### src/inc/cbcr_pkg.sv
`default_nettype none
package cbcr_pkg;
  localparam logic [7:0] CBCR_ADDR_OE_A     = 8'h01;
  localparam logic [7:0] CBCR_ADDR_OE_B     = 8'h02;
  localparam logic [7:0] CBCR_ADDR_PIN_RB   = 8'h03;
  localparam logic [7:0] CBCR_ADDR_RSVD     = 8'h04;
  localparam logic [7:0] CBCR_ADDR_VENDREV  = 8'h05;
  localparam logic [7:0] CBCR_ADDR_PARTID   = 8'h06;
  localparam logic [7:0] CBCR_ADDR_BYTECNT  = 8'h07;
  localparam logic [7:0] CBCR_ADDR_OUTPUT_SETTINGS   = 8'h08;
  localparam logic [7:0] CBCR_RST_OE_A      = 8'hFF;
  localparam logic [7:0] CBCR_RST_OE_B      = 8'h0F;
  localparam logic [7:0] CBCR_RST_BYTECNT   = 8'h08;
  localparam logic [7:0] CBCR_RST_OUTPUT_SETTINGS    = 8'h00;
  localparam logic [7:0] CBCR_ZERO_BYTE     = 8'h00;
  localparam int         CBCR_CNT_BITS      = 5;
  localparam int         CBCR_BIT_IMPED     = 5;
  localparam int         CBCR_BIT_PDDRV     = 4;
  // Writable settings bits: impedance, power-down drive, low nibble
  localparam logic [7:0] CBCR_OUTPUT_SETTINGS_WMASK  = 8'h3F;
  // Placement of channel enables in the two control bytes
  localparam int CBCR_A_CH0 = 1;
  localparam int CBCR_A_CH1 = 2;
  localparam int CBCR_A_CH2 = 4;
  localparam int CBCR_A_CH3 = 5;
  localparam int CBCR_A_CH4 = 6;
  localparam int CBCR_A_CH5 = 7;
  localparam int CBCR_B_CH6 = 0;
  localparam int CBCR_B_CH7 = 2;
endpackage
`default_nettype wire

### src/hw/cbcr_regs.sv
`default_nettype none
module cbcr_regs
  import cbcr_pkg::*;
#(
  parameter logic [3:0] REV_CODE   = 4'h1, // Arbitrary value
  parameter logic [3:0] MAKER_CODE = 4'h5, // Arbitrary value
  parameter logic [7:0] PART_CODE  = 8'h3C, // Arbitrary value
  parameter int         NUM_CH     = 8
) (
  input  wire logic       sys_clk,
  input  wire logic       rst,
  input  wire logic       reg_wr_en,
  input  wire logic       reg_rd_en,
  input  wire logic [7:0] reg_addr,
  input  wire logic [7:0] reg_wdata,
  output logic      [7:0] reg_rdata,
  input  wire logic [7:0] oe_pin_n,
  output logic [7:0]      ch_run,
  output logic [7:0]      sw_enable,
  output logic [4:0]      block_read_count,
  output logic            impedance_select,
  output logic            powerdown_drive_select
);
  if (NUM_CH != 8) begin : g_bad_num_ch
    $error("cbcr_regs: only eight channels are supported");
  end

  ////////////////////////////////////////////////////////////////////////////
  logic [7:0] oe_a_ff;
  logic [7:0] oe_b_ff;
  logic [7:0] bytecnt_ff;
  logic [7:0] output_settings_ff;
  logic [7:0] rdata_ff;
  logic [7:0] ch_run_ff;
  logic [7:0] pin_sync;

  cbcr_sync2 #(
    .WIDTH(8)
  ) u_pin_sync (
    .sys_clk  (sys_clk),
    .rst      (rst),
    .async_in (oe_pin_n),
    .sync_out (pin_sync)
  );

  ////////////////////////////////////////////////////////////////////////////
  wire wr_oe_a   = reg_wr_en && (reg_addr == CBCR_ADDR_OE_A);
  wire wr_oe_b   = reg_wr_en && (reg_addr == CBCR_ADDR_OE_B);
  wire wr_bytecn = reg_wr_en && (reg_addr == CBCR_ADDR_BYTECNT);
  wire wr_output_settings = reg_wr_en && (reg_addr == CBCR_ADDR_OUTPUT_SETTINGS);

  // Read-only bits keep their stored value on write
  wire [7:0] nxt_output_settings = (reg_wdata & CBCR_OUTPUT_SETTINGS_WMASK)
    | (output_settings_ff & ~CBCR_OUTPUT_SETTINGS_WMASK);

  wire [7:0] sw_en_vec = {
    oe_b_ff[CBCR_B_CH7], oe_b_ff[CBCR_B_CH6],
    oe_a_ff[CBCR_A_CH5], oe_a_ff[CBCR_A_CH4],
    oe_a_ff[CBCR_A_CH3], oe_a_ff[CBCR_A_CH2],
    oe_a_ff[CBCR_A_CH1], oe_a_ff[CBCR_A_CH0]};

  // Pins are active low; software bit gates the pin request
  wire [7:0] nxt_ch_run = sw_en_vec & ~pin_sync;

  wire [7:0] vendrev = {REV_CODE, MAKER_CODE};

  logic [7:0] rd_mux;
  always_comb begin
    unique case (reg_addr)
      CBCR_ADDR_OE_A:    rd_mux = oe_a_ff;
      CBCR_ADDR_OE_B:    rd_mux = oe_b_ff;
      CBCR_ADDR_PIN_RB:  rd_mux = pin_sync;
      CBCR_ADDR_RSVD:    rd_mux = CBCR_ZERO_BYTE;
      CBCR_ADDR_VENDREV: rd_mux = vendrev;
      CBCR_ADDR_PARTID:  rd_mux = PART_CODE;
      CBCR_ADDR_BYTECNT: rd_mux = bytecnt_ff;
      CBCR_ADDR_OUTPUT_SETTINGS:  rd_mux = output_settings_ff;
      default:           rd_mux = CBCR_ZERO_BYTE;
    endcase
  end

  ////////////////////////////////////////////////////////////////////////////
  always_ff @(posedge sys_clk or posedge rst) begin
    if (rst) begin
      oe_a_ff    <= CBCR_RST_OE_A;
      oe_b_ff    <= CBCR_RST_OE_B;
      bytecnt_ff <= CBCR_RST_BYTECNT;
      output_settings_ff  <= CBCR_RST_OUTPUT_SETTINGS;
    end else begin
      if (wr_oe_a) oe_a_ff <= reg_wdata;
      if (wr_oe_b) oe_b_ff <= reg_wdata;
      if (wr_bytecn) bytecnt_ff <= reg_wdata;
      if (wr_output_settings) output_settings_ff <= nxt_output_settings;
    end
  end

  // Read data is registered so every output comes from a flop
  always_ff @(posedge sys_clk or posedge rst) begin
    if (rst) begin
      rdata_ff  <= CBCR_ZERO_BYTE;
      ch_run_ff <= CBCR_ZERO_BYTE;
    end else begin
      if (reg_rd_en) rdata_ff <= rd_mux;
      ch_run_ff <= nxt_ch_run;
    end
  end

  assign reg_rdata              = rdata_ff;
  assign ch_run                 = ch_run_ff;
  assign sw_enable              = sw_en_vec;
  assign block_read_count       = bytecnt_ff[CBCR_CNT_BITS-1:0];
  assign impedance_select       = output_settings_ff[CBCR_BIT_IMPED];
  assign powerdown_drive_select = output_settings_ff[CBCR_BIT_PDDRV];

  ////////////////////////////////////////////////////////////////////////////
  // Reset values, seen on the first edge after release
  chk_oe_a_reset: assert property (
    @(posedge sys_clk) $fell(rst) |-> oe_a_ff == CBCR_RST_OE_A)
    else $error("oe_a reset wrong");
  chk_oe_b_reset: assert property (
    @(posedge sys_clk) $fell(rst) |-> oe_b_ff == CBCR_RST_OE_B)
    else $error("oe_b reset wrong");
  chk_cnt_reset: assert property (
    @(posedge sys_clk) $fell(rst) |-> bytecnt_ff == CBCR_RST_BYTECNT)
    else $error("byte count reset wrong");
  chk_output_settings_reset: assert property (
    @(posedge sys_clk) $fell(rst) |-> output_settings_ff == CBCR_RST_OUTPUT_SETTINGS)
    else $error("settings reset wrong");

  // Stored bytes move only on their own write strobe
  chk_oe_a_write: assert property (
    @(posedge sys_clk) disable iff (rst)
    wr_oe_a |=> oe_a_ff == $past(reg_wdata))
    else $error("oe_a not stored");
  chk_oe_a_hold: assert property (
    @(posedge sys_clk) disable iff (rst)
    !wr_oe_a |=> $stable(oe_a_ff))
    else $error("oe_a changed without write");
  chk_oe_b_write: assert property (
    @(posedge sys_clk) disable iff (rst)
    wr_oe_b |=> oe_b_ff == $past(reg_wdata))
    else $error("oe_b not stored");
  chk_oe_b_hold: assert property (
    @(posedge sys_clk) disable iff (rst)
    !wr_oe_b |=> $stable(oe_b_ff))
    else $error("oe_b changed without write");
  chk_cnt_write: assert property (
    @(posedge sys_clk) disable iff (rst)
    wr_bytecn |=> block_read_count == $past(reg_wdata[4:0]))
    else $error("byte count not stored");
  chk_cnt_hold: assert property (
    @(posedge sys_clk) disable iff (rst)
    !wr_bytecn |=> $stable(bytecnt_ff))
    else $error("byte count changed without write");
  chk_imped_wr: assert property (
    @(posedge sys_clk) disable iff (rst)
    wr_output_settings |=> impedance_select == $past(reg_wdata[5]))
    else $error("impedance not stored");
  chk_pdd_wr: assert property (
    @(posedge sys_clk) disable iff (rst)
    wr_output_settings |=> powerdown_drive_select == $past(reg_wdata[4]))
    else $error("power-down drive not stored");
  chk_output_settings_ro: assert property (
    @(posedge sys_clk) disable iff (rst)
    wr_output_settings |=> output_settings_ff[7:6] == $past(output_settings_ff[7:6]))
    else $error("read-only bits changed");
  chk_output_settings_hold: assert property (
    @(posedge sys_clk) disable iff (rst)
    !wr_output_settings |=> $stable(output_settings_ff))
    else $error("settings changed without write");
  chk_ro_nowrite: assert property (
    @(posedge sys_clk) disable iff (rst)
    reg_wr_en && reg_addr >= CBCR_ADDR_PIN_RB && reg_addr <= CBCR_ADDR_PARTID
    |=> $stable({oe_a_ff, oe_b_ff, bytecnt_ff, output_settings_ff}))
    else $error("read-only write changed storage");

  // Channel run gating against software bits and synced pins
  chk_ch_gate: assert property (
    @(posedge sys_clk) disable iff (rst)
    !sw_en_vec[5] |=> !ch_run_ff[5])
    else $error("ch5 not gated");
  chk_gate_all: assert property (
    @(posedge sys_clk) disable iff (rst)
    (ch_run_ff & ~$past(sw_en_vec)) == 8'h00)
    else $error("disabled channel running");
  chk_ch_follow: assert property (
    @(posedge sys_clk) disable iff (rst)
    oe_b_ff[CBCR_B_CH7] |=> ch_run_ff[7] == !$past(pin_sync[7]))
    else $error("ch7 wrong");
  chk_ch0_follow: assert property (
    @(posedge sys_clk) disable iff (rst)
    oe_a_ff[CBCR_A_CH0] |=> ch_run_ff[0] == !$past(pin_sync[0]))
    else $error("ch0 wrong");

  // Read data lands one edge after the read strobe
  chk_rsvd_zero: assert property (
    @(posedge sys_clk) disable iff (rst)
    reg_rd_en && reg_addr == CBCR_ADDR_RSVD |=> reg_rdata == 8'h00)
    else $error("reserved byte nonzero");
  chk_pin_read: assert property (
    @(posedge sys_clk) disable iff (rst)
    reg_rd_en && reg_addr == CBCR_ADDR_PIN_RB |=> reg_rdata == $past(pin_sync))
    else $error("pin readback wrong");
  chk_part_read: assert property (
    @(posedge sys_clk) disable iff (rst)
    reg_rd_en && reg_addr == CBCR_ADDR_PARTID |=> reg_rdata == PART_CODE)
    else $error("part code wrong");
  chk_vend_read: assert property (
    @(posedge sys_clk) disable iff (rst)
    reg_rd_en && reg_addr == CBCR_ADDR_VENDREV
    |=> reg_rdata == {REV_CODE, MAKER_CODE})
    else $error("vendor code wrong");
  chk_cnt_read: assert property (
    @(posedge sys_clk) disable iff (rst)
    reg_rd_en && reg_addr == CBCR_ADDR_BYTECNT
    |=> reg_rdata == $past(bytecnt_ff))
    else $error("byte count readback wrong");
endmodule
`default_nettype wire

### src/hw/cbcr_sync2.sv
`default_nettype none
module cbcr_sync2
  import cbcr_pkg::*;
#(
  parameter int WIDTH = 8
) (
  input  wire logic             sys_clk,
  input  wire logic             rst,
  input  wire logic [WIDTH-1:0] async_in,
  output logic      [WIDTH-1:0] sync_out
);
  logic [WIDTH-1:0] meta_ff;
  logic [WIDTH-1:0] sync_ff;

  if (WIDTH < 1) begin : g_bad_width
    $error("cbcr_sync2: WIDTH must be positive");
  end

  // First stage feeds only the second stage
  always_ff @(posedge sys_clk or posedge rst) begin
    if (rst) begin
      meta_ff <= '0;
      sync_ff <= '0;
    end else begin
      meta_ff <= async_in;
      sync_ff <= meta_ff;
    end
  end

  assign sync_out = sync_ff;
endmodule
`default_nettype wire

### config.mk
export PLATFORM = sky130hd
export DESIGN_NAME = cbcr_regs
export DESIGN_NICKNAME = d
export VERILOG_FILES = /design/src/inc/cbcr_pkg.sv /design/src/hw/cbcr_regs.sv /design/src/hw/cbcr_sync2.sv
export SDC_FILE = /design/constraint.sdc
export NUM_CORES = 1
export LEC_CHECK = 0
export ABC_AREA = 1
export BUFFER_PORTS_ARGS = -buffer_cell sky130_fd_sc_hd__buf_2
export CELL_PAD_IN_SITES_DETAIL_PLACEMENT = 1
export CELL_PAD_IN_SITES_GLOBAL_PLACEMENT = 1
export CORE_MARGIN = 1
export CORE_UTILIZATION = 36
export CTS_CLUSTER_DIAMETER = 100
export DETAILED_ROUTE_END_ITERATION = 10
export PLACE_DENSITY_LB_ADDON = 0.1
export SLEW_MARGIN = 20
export SYNTH_ARGS = -nofsm -noshare
export SYNTH_HDL_FRONTEND = slang
export SYNTH_SLANG_ARGS = --single-unit
export TNS_END_PERCENT = 1
### constraint.sdc
create_clock -name sys_clk -period 1.7 [get_ports sys_clk]
set_input_delay 0.34 -clock sys_clk [delete_from_list [all_inputs] [get_ports sys_clk]]
set_output_delay 0.34 -clock sys_clk [all_outputs]
set_load 0.02 [all_outputs]
==> results.toml <==
[timing]
setup_slack_ns = 0.282
fin_skew_ns = 0.0109
post-route-min-period_ns = 1.42
hold_viol = 0
tightestPinTransition_ns = 0.426
fmax_mhz = 705
slew_headroom = 0.715
final.setup.tns_ns = 0
period_share = 0.834
rsz0062_at_grt = "no"
slew_viol_final = 0
setup_viol = 0

[route]
wl_per_cell_microns = 14.5
detailedRoute.firstPassIterationCount = 4
ant_nets = 0
drcViolationCount = 0
drtIter0Drc = 124
routed_via_density = 4.64
totalWireLength_microns = 6560
num_vias = 2098

[cts]
cts_root_buf = "clkbuf_8"
holdBufCountCts = 0
htree_levels = 3
numCtsBuffers = 9
post_cts_buffers = 0
cts_tree = "built"
clk_pin_slew_ns = 0.07
cts.sinks = 62
clkLatencyLatePin_ns = 0.34
clockBufferDepth = 2
post_cts_resize_count = 0

[setup_path]
worst-path-buf-inv = 1
critical-path-top-delay-family = "flip-flops"
crit_type = "flip-flop to output port"
worst_path_largest_cell_delay_ns = 0.57
critPathLaunchType = "flip-flop"
r2r_end = "reg_rdata[0]$_DFFE_PP0P_"
cp_cell_sequence = "buf_2"
arrival_ns = 1.08
ff2ff_path_depth = 6
path_max_fanout = 4
required_ns = 1.36
rrSetupSlack_ns = 0.69
crit_path_end_kind = "output port"
rr_startpoint = "oe_b_ff[0]$_DFFE_PP1P_"
slowest_stage = "dfstp_2"

[grt]
grt_pass1_vias = 2119
top_usage_layer = "met2"
grt_max_degree = 63
gr-usage-met3 = 0.0600
antenna_found_initial = 0
globalRouteOverflowTotal = 0
use_met1 = 0.246
gr-usage-met2 = 0.294
grt_pass1_wl_microns = 10700
grt_usage = 0.187

[flow_run]
drv_cap = 0

[final_layout]
diodes = 0
fillers = 893
final_area_sq_um = 3220
syn2layout_area_growth_pct = 17.9
nets = 377
drive_gt1_frac = 0.297

[synthesis]
synth_edf_count = 0
avgSynthCellArea_sq_um = 9.17
synthFlopType = "dfrtp_1"
syn-cell-area_sq_um = 2730
synthCells = 298
ys_seq_area_frac = 0.574
async_reset_ff_frac = 1.00
synth_cell_type_count = 20
ys_ff_latch = 62
yosys_warnings = 0
synth_nets = 326

[die]
die_area_sq_um = 7940
die_w_microns = 89.1
rows = 31
die_y_microns = 89.1
core-area_sq_um = 7290
start_util = 0.375
io_pins = 59

[placed_design]
place_area_sq_um = 3020
port_buffers = 58
dp_hpwl_microns = 4720
place.gp.congestion = 0.732
place_ws_ns = 0.0491

[worst_hold_path]
hold_class = "input port to asynchronous set/reset pin"

[power]
power.density_nw_per_um2 = 974
leakagePower_nw = 1.67
power_mw = 3.14
ir_drop_mv = 0.427

[outcome]
status = "finished clean"
==> through the flow <==
step / hold slack (ns) / utilization / cells
final: 0.0693 / 0.442 / 452
after CTS: 0.0822 / 0.442 / 452
after detailed placement: 0.337 / 0.414 / 437
after global placement: 0.332 / 0.414 / 437
after global routing: 0.0766 / 0.442 / 452
after floorplan: 0.331 / - / 298
==> cell type report <==
type	instances	area, sq um	share of cell area
clock buffers	12	155	0.0482
clock inverters	3	43.8	0.0136
inverters	29	113	0.0350
multi-input cells	184	865	0.268
flip-flops and latches	62	1570	0.487
well taps	99	124	0.0385
repair buffers	63	353	0.110
==> how the worst max path moves through the flow <==
stage	start	endpoint	slack [ns]	cells past startpoint
6_report	oe_b_ff[0]$_DFFE_PP1P_	sw_enable[6]	0.28	1
5_1_grt	oe_b_ff[0]$_DFFE_PP1P_	sw_enable[6]	0.24	1
4_1_cts	oe_b_ff[0]$_DFFE_PP1P_	sw_enable[6]	0.26	1
3_5_place_dp	reg_addr[2]	output_settings_ff[1]$_DFFE_PP0P_	0.05	7
3_3_place_gp	reg_addr[6]	oe_a_ff[6]$_DFFE_PP1P_	0.13	7
2_1_floorplan	reg_addr[6]	bytecnt_ff[4]$_DFFE_PP0P_	0.44	8
==> per-layer routing <==
layer	vias to the layer above	share of wire
met4	0	0.012
met5	-	0
li1	1028	-
met3	7	0.038
met1	1017	0.46
met2	46	0.49
==> where the power goes <==
group / switching (mW) / internal [mW] / total (mW)
sequential: 0.0410 / 1.55 / 1.59
clock: 0.549 / 0.750 / 1.30
combinational: 0.160 / 0.0841 / 0.244
==> registers in the layout, summed over array words and instances (netlist names) <==
signal,count
ch_run,8
output_settings_ff,6
u_pin_sync.meta_ff,8
reg_rdata,8
bytecnt_ff,8
oe_a_ff,8
oe_b_ff,8
u_pin_sync.sync_out,8
==> cells by family (layout without fill, tap and decap cells) <==
kind of cell,after synthesis,in the layout,share of synthesized area
buffers and inverters,52,107,0.109
and+or+nand+nor,149,149,0.245
AOI/OAI and AO/OA,35,35,0.0715
DFF,62,62,0.574
==> cell usage after synthesis, types with 4 or more instances <==
library cell	n	share of area
o21ai_0	17	0.031
buf_4	14	0.038
dfrtp_1	49	0.45
buf_2	4	0.0073
inv_1	26	0.036
nor2_4	4	0.016
nand2_1	82	0.11
nor2_1	19	0.026
o21a_1	8	0.022
nand3_1	36	0.066
buf_6	4	0.016
dfstp_2	13	0.13
o21ai_1	10	0.018
==> cells in the final DEF, fill, tap and decap left out, drive strengths merged <==
cell      synthesis  routed
nand2            85      85
buf              23      63
dfrtp            49      49
nand3            38      38
inv              29      28
o21ai            27      27
nor2             25      25
dfstp            13      13
clkbuf            0      12
o21a              8       8
clkinv            0       2
and3              1       1
clkinvlp          0       1
bufinv            0       1
Power figures use the tool's default switching activity.
